**src/rtl/ccv_pkg.sv**
```systemverilog
/*
 Shared constants and types for the CC detect and VCONN control block.
 Assumes a 20 MHz system clock and a 32-bit AHB-Lite register bus.
*/
package ccv_pkg;
   localparam int NTHR = 8;
   localparam int CLK_PERIOD_NS = 50;
   // Dwell on one threshold; two thresholds take about 100 us in all
   localparam int SAMPLE_TIME_NS = 50000;
   localparam int SAMPLE_CYC = SAMPLE_TIME_NS / CLK_PERIOD_NS;
   localparam int UNIT_FAST_NS = 100000;
   localparam int UNIT_SLOW_NS = 1600000;
   localparam int UNIT_FAST_CYC = UNIT_FAST_NS / CLK_PERIOD_NS;
   localparam int UNIT_SLOW_CYC = UNIT_SLOW_NS / CLK_PERIOD_NS;

   // Register byte offsets
   localparam logic [7:0] OFS_CC_CONTROL = 8'h00;
   localparam logic [7:0] OFS_CC_HW_CONTROL = 8'h04;
   localparam logic [7:0] OFS_MATCH_DEBOUNCE_COUNT = 8'h08;
   localparam logic [7:0] OFS_VCONN_FAULT_DEBOUNCE = 8'h0c;
   localparam logic [7:0] OFS_SAMPLE_EN = 8'h10;
   localparam logic [7:0] OFS_MATCH_EN = 8'h18;
   localparam logic [7:0] OFS_DBCLR_EN = 8'h20;
   localparam logic [7:0] OFS_MATCH = 8'h28;
   localparam logic [7:0] OFS_CHG_STS = 8'h30;
   localparam logic [7:0] OFS_PWR_STS = 8'h38;
   localparam logic [7:0] OFS_VBUS_CONTROL = 8'h3c;
   localparam logic [7:0] OFS_THR_BASE = 8'h40;

   // cc_control fields
   localparam int CTL_COMP_LSB = 0;
   localparam int CTL_PD1_LSB = 2;
   localparam int CTL_PD2_LSB = 4;
   localparam int CTL_RP1_LSB = 6;
   localparam int CTL_RP2_LSB = 8;
   localparam int CTL_VCONN_LSB = 10;
   // cc_hardware_control bits
   localparam int HW_UNIT = 0;
   localparam int HW_BLOCK = 1;
   localparam int HW_STANDALONE = 2;
   localparam int HW_AUTO_OFF = 3;
   // power_irq_status bits
   localparam int PS_VCONN_FAULT = 0;
   localparam int PS_BACKDRIVE_LSB = 1;
   localparam int PS_MATCH_VALID = 3;
   // vbus_control fields
   localparam int VB_OCS_EN = 8;
   localparam int VB_ABOVE = 16;

   // Pull-down value codes
   localparam logic [1:0] PD_NONE = 2'h0;
   localparam logic [1:0] PD_TRIM = 2'h1;
   localparam logic [1:0] PD_DEAD_BATT = 2'h2;
   localparam logic [1:0] PD_RA = 2'h3;

   // Dead-battery Rd on both pins after power-up
   localparam logic [11:0] RST_CC_CONTROL = 12'h028;

   typedef struct packed {
      logic en_rd_trim;
      logic dead_battery_pulldown_enable_n;
      logic en_ra;
   } ccv_pd_out_t;

   typedef struct packed {
      logic [7:0] dac_code;
      logic pin;
      logic enable;
   } ccv_comp_ctl_t;
endpackage

```
**src/rtl/ccv_top.sv**
```systemverilog
/*
 CC threshold sampling and match debounce, Rd selection, VCONN FET control
 with over-current shutdown, VBUS DAC threshold, AHB-Lite register slave.
 Assumes all pin inputs synchronous to clk and a single AHB-Lite master.
*/
// Summary of operation
// - Rp level per pin is driven straight from the software fields.
// - One selected threshold on one pin can be sampled alone, fast cycle.
// - Per-pin sample enable bits choose thresholds; cleared ones are skipped.
// - With traffic block set, PD activity leaves the match debouncer untouched.
// - Debounce time is count times 1.6 ms, or 100 us when unit bit set.
// - Match enable bits let debounced match changes raise the interrupt.
// - Dead-battery pull-down is selected by default after power-up.
// - Pull-down value fields drive trimmed and dead-battery enable outputs.
// - Each VCONN FET follows its own per-pin control bit.
// - Standalone bit lets the block switch VCONN FETs by itself.
// - Over-current counts only after persisting beyond programmed fault debounce.
// - Detected VCONN over-current sets the fault flag in power status.
// - Optional auto shutoff of VCONN on back-drive or VCONN fault.
// - Debounced over-current turns FETs off and clears VCONN control bits.
// - Debounced comparator changes update match and change status, then interrupt.
// - Match-valid may assert with no threshold matched, meaning discharge done.
// - VBUS sense is compared against an 8-bit DAC threshold.
`timescale 1ns/1ps
module ccv_top
   import ccv_pkg::*;
#(
   parameter int UNIT_FAST = UNIT_FAST_CYC,
   parameter int UNIT_SLOW = UNIT_SLOW_CYC
) (
   // Clock and reset
   input wire logic clk,
   input wire logic rstn,
   // AHB-Lite slave
   input wire logic hsel,
   input wire logic [31:0] haddr,
   input wire logic [1:0] htrans,
   input wire logic hwrite,
   input wire logic [2:0] hsize,
   input wire logic [31:0] hwdata,
   input wire logic hready,
   output logic [31:0] hrdata,
   output logic hreadyout,
   output logic hresp,
   // Analog front end
   input wire logic cc_comp,
   input wire logic pd_busy,
   input wire logic vconn_oc,
   input wire logic [1:0] cc_backdrive,
   input wire logic vbus_comp,
   output ccv_comp_ctl_t cc_comp_ctl,
   output logic [7:0] vbus_dac_code,
   // Termination and VCONN
   output ccv_pd_out_t [1:0] pd_ctl,
   output logic [1:0][1:0] rp_level,
   output logic [1:0] vconn_fet,
   output logic irq
);

   typedef struct packed {
      logic addr_ph;
      logic wr;
      logic [7:0] addr;
      logic ready;
      logic [31:0] rdata;
      logic [11:0] cc_control;
      logic [3:0] hw_control;
      logic [7:0] match_debounce_count;
      logic [7:0] vconn_fault_debounce;
      logic [16:0] vbus_control;
      logic [1:0][7:0] samp_en;
      logic [1:0][7:0] match_en;
      logic [1:0][7:0] dbclr_en;
      logic [1:0][7:0] match;
      logic [1:0][7:0] chg;
      logic [1:0][7:0] raw;
      logic [1:0][7:0] last_raw;
      logic [1:0][8:0] dcnt;
      logic [1:0] settled;
      logic valid;
      logic [NTHR-1:0][7:0] thr;
      logic [2:0] pwr_sts;
      logic [3:0] ptr;
      logic [15:0] sctr;
      logic [15:0] pre;
      logic tick;
      logic [15:0] pref;
      logic tickf;
      logic [8:0] oc_cnt;
      ccv_comp_ctl_t comp;
      ccv_pd_out_t [1:0] pd;
      logic [1:0][1:0] rp;
      logic [1:0] fet;
      logic irq;
   } ccv_state_t;

   ccv_state_t s_reg;
   ccv_state_t s_next;

   function automatic ccv_pd_out_t ccv_pd_decode(input logic [1:0] code);
      ccv_pd_out_t o;
      o.en_rd_trim = (code == PD_TRIM);
      o.dead_battery_pulldown_enable_n = (code != PD_DEAD_BATT);
      o.en_ra = (code == PD_RA);
      return o;
   endfunction

   function automatic logic [31:0] ccv_read(input ccv_state_t s);
      logic [31:0] d;
      d = 32'h0000_0000;
      if (s.addr[7:6] == OFS_THR_BASE[7:6] && s.addr[5] == 1'b0) begin
         d[7:0] = s.thr[s.addr[4:2]];
      end else begin
         case (s.addr)
            OFS_CC_CONTROL: d[11:0] = s.cc_control;
            OFS_CC_HW_CONTROL: d[3:0] = s.hw_control;
            OFS_MATCH_DEBOUNCE_COUNT: d[7:0] = s.match_debounce_count;
            OFS_VCONN_FAULT_DEBOUNCE: d[7:0] = s.vconn_fault_debounce;
            OFS_SAMPLE_EN: d[7:0] = s.samp_en[0];
            OFS_SAMPLE_EN + 8'h04: d[7:0] = s.samp_en[1];
            OFS_MATCH_EN: d[7:0] = s.match_en[0];
            OFS_MATCH_EN + 8'h04: d[7:0] = s.match_en[1];
            OFS_DBCLR_EN: d[7:0] = s.dbclr_en[0];
            OFS_DBCLR_EN + 8'h04: d[7:0] = s.dbclr_en[1];
            OFS_MATCH: d[7:0] = s.match[0];
            OFS_MATCH + 8'h04: d[7:0] = s.match[1];
            OFS_CHG_STS: d[7:0] = s.chg[0];
            OFS_CHG_STS + 8'h04: d[7:0] = s.chg[1];
            OFS_PWR_STS: d[3:0] = {s.valid, s.pwr_sts};
            OFS_VBUS_CONTROL: d[16:0] = s.vbus_control;
            default: d = 32'h0000_0000;
         endcase
      end
      return d;
   endfunction

   logic [15:0] unit_cyc;
   logic blocked;
   logic [7:0] v;
   logic slot_on;

   assign unit_cyc = s_reg.hw_control[HW_UNIT] ? 16'(UNIT_FAST - 1) : 16'(UNIT_SLOW - 1);
   assign blocked = s_reg.hw_control[HW_BLOCK] && pd_busy;
   // Slot is a sampled threshold on a pin the comparator control selects
   assign slot_on = s_reg.samp_en[s_reg.ptr[3]][s_reg.ptr[2:0]] && s_reg.cc_control[s_reg.ptr[3]];

   always_comb begin
      s_next = s_reg;
      v = 8'h00;
      s_next.tick = 1'b0;
      s_next.tickf = 1'b0;

      // Bus data phase: one wait state, read data taken from the current state
      if (s_reg.addr_ph) begin
         s_next.addr_ph = 1'b0;
         s_next.ready = 1'b1;
         if (!s_reg.wr) begin
            s_next.rdata = ccv_read(s_reg);
         end else if (s_reg.addr[7:6] == OFS_THR_BASE[7:6] && s_reg.addr[5] == 1'b0) begin
            s_next.thr[s_reg.addr[4:2]] = hwdata[7:0];
         end else begin
            case (s_reg.addr)
               OFS_CC_CONTROL: s_next.cc_control = hwdata[11:0];
               OFS_CC_HW_CONTROL: s_next.hw_control = hwdata[3:0];
               OFS_MATCH_DEBOUNCE_COUNT: s_next.match_debounce_count = hwdata[7:0];
               OFS_VCONN_FAULT_DEBOUNCE: s_next.vconn_fault_debounce = hwdata[7:0];
               OFS_SAMPLE_EN: s_next.samp_en[0] = hwdata[7:0];
               OFS_SAMPLE_EN + 8'h04: s_next.samp_en[1] = hwdata[7:0];
               OFS_MATCH_EN: s_next.match_en[0] = hwdata[7:0];
               OFS_MATCH_EN + 8'h04: s_next.match_en[1] = hwdata[7:0];
               OFS_DBCLR_EN: s_next.dbclr_en[0] = hwdata[7:0];
               OFS_DBCLR_EN + 8'h04: s_next.dbclr_en[1] = hwdata[7:0];
               OFS_CHG_STS: s_next.chg[0] = s_reg.chg[0] & ~hwdata[7:0];
               OFS_CHG_STS + 8'h04: s_next.chg[1] = s_reg.chg[1] & ~hwdata[7:0];
               OFS_PWR_STS: s_next.pwr_sts = s_reg.pwr_sts & ~hwdata[2:0];
               OFS_VBUS_CONTROL: s_next.vbus_control[8:0] = hwdata[8:0];
               default: s_next.addr = s_reg.addr;
            endcase
         end
      end
      if (hsel && hready && htrans[1] && s_reg.ready) begin
         s_next.addr_ph = 1'b1;
         s_next.ready = 1'b0;
         s_next.wr = hwrite;
         s_next.addr = haddr[7:0];
      end

      // Debounce unit prescalers
      if (s_reg.pre >= unit_cyc) begin
         s_next.pre = 16'h0000;
         s_next.tick = 1'b1;
      end else begin
         s_next.pre = s_reg.pre + 16'h0001;
      end
      if (s_reg.pref >= 16'(UNIT_FAST - 1)) begin
         s_next.pref = 16'h0000;
         s_next.tickf = 1'b1;
      end else begin
         s_next.pref = s_reg.pref + 16'h0001;
      end

      // Threshold scan: skipped slots cost one cycle, enabled ones a full dwell
      if (s_reg.cc_control[1:0] == 2'b00) begin
         s_next.ptr = 4'h0;
         s_next.sctr = 16'h0000;
      end else if (!slot_on) begin
         s_next.ptr = s_reg.ptr + 4'h1;
         s_next.sctr = 16'h0000;
      end else if (s_reg.sctr >= 16'(SAMPLE_CYC - 1)) begin
         // A packet on the line would look like a level change, so drop the sample
         if (!blocked) begin
            s_next.raw[s_reg.ptr[3]][s_reg.ptr[2:0]] = cc_comp;
         end
         s_next.ptr = s_reg.ptr + 4'h1;
         s_next.sctr = 16'h0000;
      end else begin
         s_next.sctr = s_reg.sctr + 16'h0001;
      end
      s_next.comp.dac_code = s_reg.thr[s_reg.ptr[2:0]];
      s_next.comp.pin = s_reg.ptr[3];
      s_next.comp.enable = (s_reg.cc_control[1:0] != 2'b00);

      // Match debounce per pin
      for (int p = 0; p < 2; p++) begin
         v = s_reg.raw[p] & s_reg.dbclr_en[p];
         if (!s_reg.cc_control[p]) begin
            s_next.dcnt[p] = 9'h000;
            s_next.settled[p] = 1'b0;
         end else if (v != s_reg.last_raw[p]) begin
            s_next.last_raw[p] = v;
            s_next.dcnt[p] = 9'h000;
         end else if (blocked) begin
            s_next.dcnt[p] = s_reg.dcnt[p];
         end else if (v != s_reg.match[p] || !s_reg.settled[p]) begin
            if (s_reg.dcnt[p] >= {1'b0, s_reg.match_debounce_count}) begin
               s_next.match[p] = v;
               s_next.chg[p] = s_next.chg[p] | (v ^ s_reg.match[p]);
               s_next.settled[p] = 1'b1;
               s_next.dcnt[p] = 9'h000;
            end else if (s_reg.tick) begin
               s_next.dcnt[p] = s_reg.dcnt[p] + 9'h001;
            end
         end
      end
      // Valid needs only the debounce to finish, not any threshold to match
      s_next.valid = (s_reg.cc_control[1:0] != 2'b00) && ((s_reg.settled | ~s_reg.cc_control[1:0]) == 2'b11);

      // VCONN over-current debounce in 100 us units
      if (s_reg.vbus_control[VB_OCS_EN] && vconn_oc) begin
         if (s_reg.oc_cnt > {1'b0, s_reg.vconn_fault_debounce}) begin
            s_next.pwr_sts[PS_VCONN_FAULT] = 1'b1;
            s_next.cc_control[CTL_VCONN_LSB +: 2] = 2'b00;
         end else if (s_reg.tickf) begin
            s_next.oc_cnt = s_reg.oc_cnt + 9'h001;
         end
      end else begin
         s_next.oc_cnt = 9'h000;
      end
      for (int p = 0; p < 2; p++) begin
         if (cc_backdrive[p]) begin
            s_next.pwr_sts[PS_BACKDRIVE_LSB + p] = 1'b1;
            if (s_reg.hw_control[HW_AUTO_OFF]) begin
               s_next.cc_control[CTL_VCONN_LSB +: 2] = 2'b00;
            end
         end
      end
      if (s_reg.hw_control[HW_AUTO_OFF] && s_reg.pwr_sts[PS_VCONN_FAULT]) begin
         s_next.cc_control[CTL_VCONN_LSB +: 2] = 2'b00;
      end

      // FETs: software bits, or in standalone the pin that shows Ra
      for (int p = 0; p < 2; p++) begin
         if (s_reg.hw_control[HW_STANDALONE]) begin
            s_next.fet[p] = s_reg.match[p][0] && !s_reg.match[p][1] && !s_reg.pwr_sts[PS_VCONN_FAULT]
                            && !(s_reg.hw_control[HW_AUTO_OFF] && (s_reg.pwr_sts[2:1] != 2'b00));
         end else begin
            s_next.fet[p] = s_next.cc_control[CTL_VCONN_LSB + p];
         end
      end

      // Termination outputs
      s_next.pd[0] = ccv_pd_decode(s_reg.cc_control[CTL_PD1_LSB +: 2]);
      s_next.pd[1] = ccv_pd_decode(s_reg.cc_control[CTL_PD2_LSB +: 2]);
      s_next.rp[0] = s_reg.cc_control[CTL_RP1_LSB +: 2];
      s_next.rp[1] = s_reg.cc_control[CTL_RP2_LSB +: 2];
      s_next.vbus_control[VB_ABOVE] = vbus_comp;

      s_next.irq = ((s_reg.chg[0] & s_reg.match_en[0]) != 8'h00)
                   || ((s_reg.chg[1] & s_reg.match_en[1]) != 8'h00)
                   || (s_reg.pwr_sts != 3'b000);
   end

   always_ff @(posedge clk) begin
      if (!rstn) begin
         s_reg <= '0;
         s_reg.ready <= 1'b1;
         s_reg.cc_control <= RST_CC_CONTROL;
      end else begin
         s_reg <= s_next;
      end
   end

   // Outputs straight from state flops; hresp tied low
   assign hrdata = s_reg.rdata;
   assign hreadyout = s_reg.ready;
   assign hresp = 1'b0;
   assign cc_comp_ctl = s_reg.comp;
   assign vbus_dac_code = s_reg.vbus_control[7:0];
   assign pd_ctl = s_reg.pd;
   assign rp_level = s_reg.rp;
   assign vconn_fet = s_reg.fet;
   assign irq = s_reg.irq;

endmodule
```
**config.mk**
```make
export PLATFORM = sky130hd
export DESIGN_NAME = ccv_top
export DESIGN_NICKNAME = d
export VERILOG_FILES = /design/src/rtl/ccv_pkg.sv /design/src/rtl/ccv_top.sv
export SDC_FILE = /design/constraint.sdc
export NUM_CORES = 1
export LEC_CHECK = 0
export BUFFER_PORTS_ARGS = -buffer_cell sky130_fd_sc_hd__buf_2
export CAP_MARGIN = 20
export CORE_MARGIN = 1.5
export CORE_UTILIZATION = 43
export CTS_BUF_LIST = sky130_fd_sc_hd__clkbuf_16
export CTS_CLUSTER_SIZE = 20
export DETAILED_ROUTE_END_ITERATION = 7
export PLACE_DENSITY = 0.7
export REMOVE_ABC_BUFFERS = 1
export SYNTH_ARGS = -nofsm -noshare
export SYNTH_HDL_FRONTEND = slang
export SYNTH_SLANG_ARGS = --single-unit
```
**constraint.sdc**
```tcl
create_clock -name clk -period 6.9 [get_ports clk]
set_input_delay 1.035 -clock clk [delete_from_list [all_inputs] [get_ports clk]]
set_output_delay 1.035 -clock clk [all_outputs]
set_load 0.02 [all_outputs]
```
==> run_results.csv, run 1 <==
group,metric,value,unit
min_path,hp-start,"s_reg[50]",
die,initial_utilization,0.435,
yosys,ys_warn_count,0,
yosys,synth_seq_cells,352,
timing,hold_ws,0.446,ns
cts,hold_buffers,0,
setup_path,path_delay_family,"simple AND/OR/NAND/NOR gates",
setup_path,cpMaxStageDelayCell,"nor3_1",
layout,diodes,0,
routing,ant_nets,0,
yosys,synth_top_area_share,0.408,
yosys,synth-xor-area-share,0.0238,
routing,routed_wl,49600,um
yosys,muxShareOfSynthArea,0.129,
routing,via_per_inst,5.85,
power_and_ir_drop,p_int,3.25,mW
timing,setup_violations,0,
place,place_inst,2404,
min_path,holdPathEnd,"s_reg[50]",
yosys,yosysSeqAreaShare,0.408,
place,hpwl,33500,um
yosys,synth_flop_cell,"dfxtp_1",
cts,cts_setup_buffers,0,
power_and_ir_drop,p_leak,6.84,nW
place,placed_area,17600,sq um
die,die_h,203,um
die,dieWidth,203,um
setup_path,rr_startpoint,"s_reg[370]",
min_path,min_path_type,"flip-flop to flip-flop",
global_routing,grt.overflow.total,0,
timing,min_period_over_period,0.504,
die,num_io_pins,145,
timing,clock.fmax,288,MHz
timing,rsz0062_at_grt,"false",
layout,seq_area,7050,sq um
layout,postLayoutCoreUtil,0.476,
setup_path,cp_slowest_stage_delay,0.82,ns
cts,clock_sinks,352,
routing,wl_per_cell,20.0,um
setup_path,reg2reg_depth,8,
die,num_rows,73,
timing,skew,0.0268,ns
setup_path,timing.rr.end,"s_reg[217]",
setup_path,cp.required,7.29,ns
routing,drc_errors,0,
layout,multi_input_area,9240,sq um
cts,cts-root-buf,"clkbuf_16",
yosys,synth_fa_ha_area_frac,0.0297,
yosys,synthArstFlopShare,0,
setup_path,worst_ep_arrival_time,3.86,ns
yosys,synth_most_common_cell,"dfxtp_1",
power_and_ir_drop,combPwrFrac,0.037,
global_routing,grt_max_degree,123,
timing,drv_slew,0,
yosys,synthCells,1936,
power_and_ir_drop,p_sw,0.975,mW
routing,drt_iter0_drc,1524,
timing,tns,0,ns
cts,clock_path_buffers,3,
cts,cts_buffers,38,
min_path,whs_path_depth,1,
cts,cts_tree,"yes",
yosys,synth_area,17300,sq um
cts,clock_latency,0.54,ns
cts,cts_max_level,2,
power_and_ir_drop,total_power,4.23,mW
layout,drive_above_1_share,0.127,
yosys,yosysTopAreaCell,"dfxtp_1",
yosys,synth_common_cells,"352 x dfxtp_1, 203 x nand2_1, 196 x nor2_1, 152 x mux2i_1, 148 x a21oi_1",
yosys,avgSynthCellArea,8.92,sq um
die,die_area,41400,sq um
yosys,synth_top_cells_by_area,"dfxtp_1 41%, mux2i_1 8.8%, nand2_1 4.4%",
cts,clk_pin_slew_worst_paths,0.06,ns
timing,worstMarginPinSlew,1.18,ns
setup_path,r2r_slack,3.43,ns
setup_path,cp-start-kind,"flip-flop",
global_routing,grt_pass1_vias,13600,
timing,finalCriticalPeriod,3.47,ns
yosys,synth-edff-count,0,
layout,syn_to_final_growth,9.29,%
yosys,synth-simple-area-share,0.195,
global_routing,track_usage,0.236,
place,post-place-ws,3.44,ns
yosys,synthDistinctLibCells,85,
setup_path,critPathKind,"flip-flop to flip-flop",
global_routing,grt_pass1_wl,77100,um
layout,finalNetCount,2042,
timing,relSlewSlack,0.210,
setup_path,crit_chain,"buf_4, buf_4, nor2b_1, nand2_1, nor3_1, nand2_1, nand3_1, o31ai_1",
power_and_ir_drop,cellPowerDensity,224,nW/um^2
global_routing,antenna_found_initial,0,
status,status,"complete, no violations",
setup_path,worst-path-buf-inv,2,
timing,worst_slack,3.43,ns
setup_path,cp-end-kind,"flip-flop",
layout,final_area,18900,sq um
yosys,synth_top_family_by_area,"simple AND/OR/NAND/NOR gates",
place,gp_congestion,0.935,
cts,cts_resized,0,
place,io_buffers,76,
power_and_ir_drop,switching_share,0.231,
yosys,synth_compound_gate_area_share,0.150,
power_and_ir_drop,vdd_ir_drop_max,0.000147,V
power_and_ir_drop,clkPwrFrac,0.477,
die,core_area,39600,sq um
timing,hold_viol,0,
layout,final_cells,2475,
layout,largest_reg_flops,302,
setup_path,path_max_fanout,30,
routing,firstDrtPassIters,7,
layout,fillers,3788,
flow_run,maxCapViolations,0,
power_and_ir_drop,seq_power_share,0.485,
routing,via_count,14500,
## power groups by stage
stage               clock (mW)  sequential (mW)  combinational [mW]
floorplan                    0             2.11              0.0666
global placement             0             2.10               0.153
detailed placement           0             2.10               0.154
CTS                       2.05             2.05               0.155
global route              2.14             2.05               0.167
finish                    2.02             2.05               0.158
## final cells by class
cell class / instances / share of cell area
flip-flops and latches: 352 / 0.374
clock inverters: 30 / 0.0131
repair buffers: 96 / 0.0292
clock buffers: 39 / 0.0517
well taps: 525 / 0.0348
inverters: 36 / 0.00743
multi-input cells: 1397 / 0.490
## layout by cell type, fill, tap and decap left out, types with 14 or more instances in the layout
cell         n
o31ai_1     15
mux2_2      19
buf_4       17
mux2i_1    152
buf_2       76
mux4_2      22
nor2_1     196
dfxtp_1    350
nand4_1     15
clkbuf_16   39
o21ai_0     65
or3_1       14
nand2_1    203
a21oi_1    148
nor3_1      22
xnor2_1     26
nand3_1     83
xor2_1      21
a31oi_1     22
a22oi_1     33
conb_1      31
inv_1       42
and2_1      26
and3_1      43
ha_1        41
## logic make-up (layout without fill, tap and decap cells)
kind of cell | Yosys count | count (layout)
simple gates | 687 | 687
compound gates | 398 | 398
flops | 352 | 352
buf+inv | 217 | 201
mux | 193 | 193
xor+xnor | 47 | 47
fa+ha+maj | 41 | 41
other cells | 1 | 31
## worst max-delay path by stage
stage	cells past startpoint	start	end
6_report	8	s_reg[370]	s_reg[217]
5_1_grt	8	s_reg[370]	s_reg[221]
4_1_cts	6	s_reg[370]	s_reg[294]
3_5_place_dp	6	s_reg[370]	s_reg[294]
3_3_place_gp	6	s_reg[370]	s_reg[294]
2_1_floorplan	3	rstn	s_reg[52]
## per-layer routing
layer,up-vias,global-route usage,routed length [um]
met2,604,0.385,23000
li1,6793,-,-
met1,6969,0.310,20800
met5,-,0,0
met4,0,0.107,2080
met3,120,0.0353,3720
(Power assumes the default switching activity.)
==> run 2, diff against run 1 <==
- PLACE_DENSITY: 0.7 -> 0.72
- clock period: 6.9 -> 2.85 ns (I/O delays scaled with it)
==> run 2 against run 1 <==
Effect of this change:
- wire length rose by 3.0%
- die area unchanged
- first-iteration DRC count decreased by 22%
- sequential share of layout area decreased by 0.79 points
- largest cell class unchanged
- hold slack lost 0.34 ns
- setup slack lost 3.3 ns
- cell count rose by 1.9%
- design area rose by 2.2%
- global-route usage up 0.72 points
- via count increased by 1.1%
- combinational power grew to 2.6 times the previous value
- sequential power rose by 140%
==> run_results.csv, run 2 (synthesis gave the netlist of run 1 again) <==
group,metric,value,unit
global_routing,track_usage,0.244,
layout,largest_reg_flops,302,
min_path,min_path_type,"primary input to flip-flop",
timing,relSlewSlack,0.279,
routing,via_count,14700,
cts,cts_resized,0,
cts,cts_setup_buffers,0,
cts,cts_tree,"yes",
setup_path,cp.required,3.26,ns
die,die_area,41400,sq um
global_routing,grt.overflow.total,0,
min_path,hp-start,"vbus_comp",
setup_path,cp-end-kind,"flip-flop",
layout,mostFrequentLayoutCell,"dfxtp_1",
place,hpwl,35700,um
timing,skew,0.0153,ns
place,place_inst,2452,
cts,cts-root-buf,"clkbuf_16",
routing,top_layer,"met4",
global_routing,grt_pass1_wl,79300,um
routing,via_per_inst,5.81,
timing,rsz0062_at_grt,"false",
routing,drt_iter0_drc,1188,
cts,clk_pin_slew_worst_paths,0.06,ns
routing,wl_met3,3620,um
layout,drive_above_1_share,0.148,
global_routing,grt_max_degree,87,
setup_path,cp_common_cell,"buf_4",
layout,postLayoutCoreUtil,0.486,
routing,wl_met1,21800,um
layout,final_cell_mix,"350 x dfxtp_1, 203 x nand2_1, 196 x nor2_1",
timing,clock.fmax,366,MHz
cts,cts_max_level,2,
die,num_io_pins,145,
routing,ant_nets,0,
timing,setup_violations,0,
power_and_ir_drop,vdd_ir_drop_max,0.000428,V
timing,worst_slack,0.117,ns
place,io_buffers,76,
global_routing,antenna_found_initial,0,
timing,hold_viol,0,
die,die_h,203,um
routing,routed_wl,51000,um
setup_path,cpMaxStageDelayCell,"dfxtp_1",
die,num_rows,73,
die,initial_utilization,0.435,
timing,tns,0,ns
setup_path,path_max_fanout,12,
flow_run,maxCapViolations,0,
setup_path,worst_ep_arrival_time,3.14,ns
power_and_ir_drop,p_leak,7.09,nW
timing,worstMarginPinSlew,1.07,ns
layout,final_cells,2521,
layout,finalNetCount,2089,
global_routing,grt_pass1_vias,14100,
power_and_ir_drop,total_power,10.3,mW
routing,drc_errors,0,
place,post-place-ws,0.205,ns
setup_path,critPathKind,"flip-flop to flip-flop",
setup_path,rr_startpoint,"s_reg[374]",
timing,finalCriticalPeriod,2.73,ns
cts,clock_latency,0.54,ns
place,gp_congestion,0.980,
cts,clock_sinks,352,
cts,cts_buffers,39,
setup_path,startpoint,"s_reg[374]",
routing,firstDrtPassIters,5,
die,dieWidth,203,um
layout,diodes,0,
routing,wl_per_cell,20.2,um
setup_path,crit_chain,"or3b_1, buf_4, nor3_1, buf_4, nand3b_1, buf_4, mux2i_1, nor2_1",
layout,syn_to_final_growth,11.6,%
cts,clock_path_buffers,3,
die,core_area,39600,sq um
status,status,"complete, no violations",
setup_path,cp_slowest_stage_delay,0.49,ns
cts,hold_buffers,0,
setup_path,cp-start-kind,"flip-flop",
routing,dr_wl_met2,23300,um
timing,min_period_over_period,0.959,
power_and_ir_drop,cellPowerDensity,536,nW/um^2
timing,drv_slew,0,
-- run 2: cell type report --
cell class,count,area (sq um)
clock buffers,41,1030
clock inverters,28,216
well taps,525,657
multi-input cells,1397,9240
inverters,36,140
repair buffers,142,938
flip-flops and latches,352,7050
fillers,3746,20400
-- run 2: layer usage --
| layer | vias to the layer above | global-route usage |
|---|---|---|
| li1 | 6875 | - |
| met1 | 7056 | 0.321 |
| met2 | 584 | 0.392 |
| met3 | 135 | 0.0350 |
| met4 | 0 | 0.117 |
| met5 | - | 0 |
-- run 2: critical path, delay by kind of cell (launching register included) --
kind | cells | cell delay [ns]
AND/OR/NAND/NOR | 4 | 1.20
multiplexers | 1 | 0.15
flip-flops | 1 | 0.49
buffers and inverters | 3 | 0.75
-- run 2: worst paths after layout --
| kind | slack [ns] | cells after the start | end |
|---|---|---|---|
| max | 0.12 | 8 | s_reg[117] |
| min | 0.10 | 2 | s_reg[302] |
| max reg2reg | 0.12 | 8 | s_reg[117] |
| min reg2reg | 0.45 | 2 | hrdata[9] |
-- run 2: where the power goes --
| group | leakage [nW] | switching, mW | internal, mW |
|---|---|---|---|
| Clock | 0.634 | 2.07 | 2.88 |
| Combinational | 3.61 | 0.310 | 0.101 |
| Sequential | 2.84 | 0.0242 | 4.95 |
-- run 2: stage by stage --
stage                     cell area (sq um)  hold WS [ns]
final                                 19300         0.105
after CTS                             19300        0.0898
after detailed placement              18000         0.443
after global routing                  19300         0.106
after global placement                18000         0.427
after floorplan                       16400         0.418
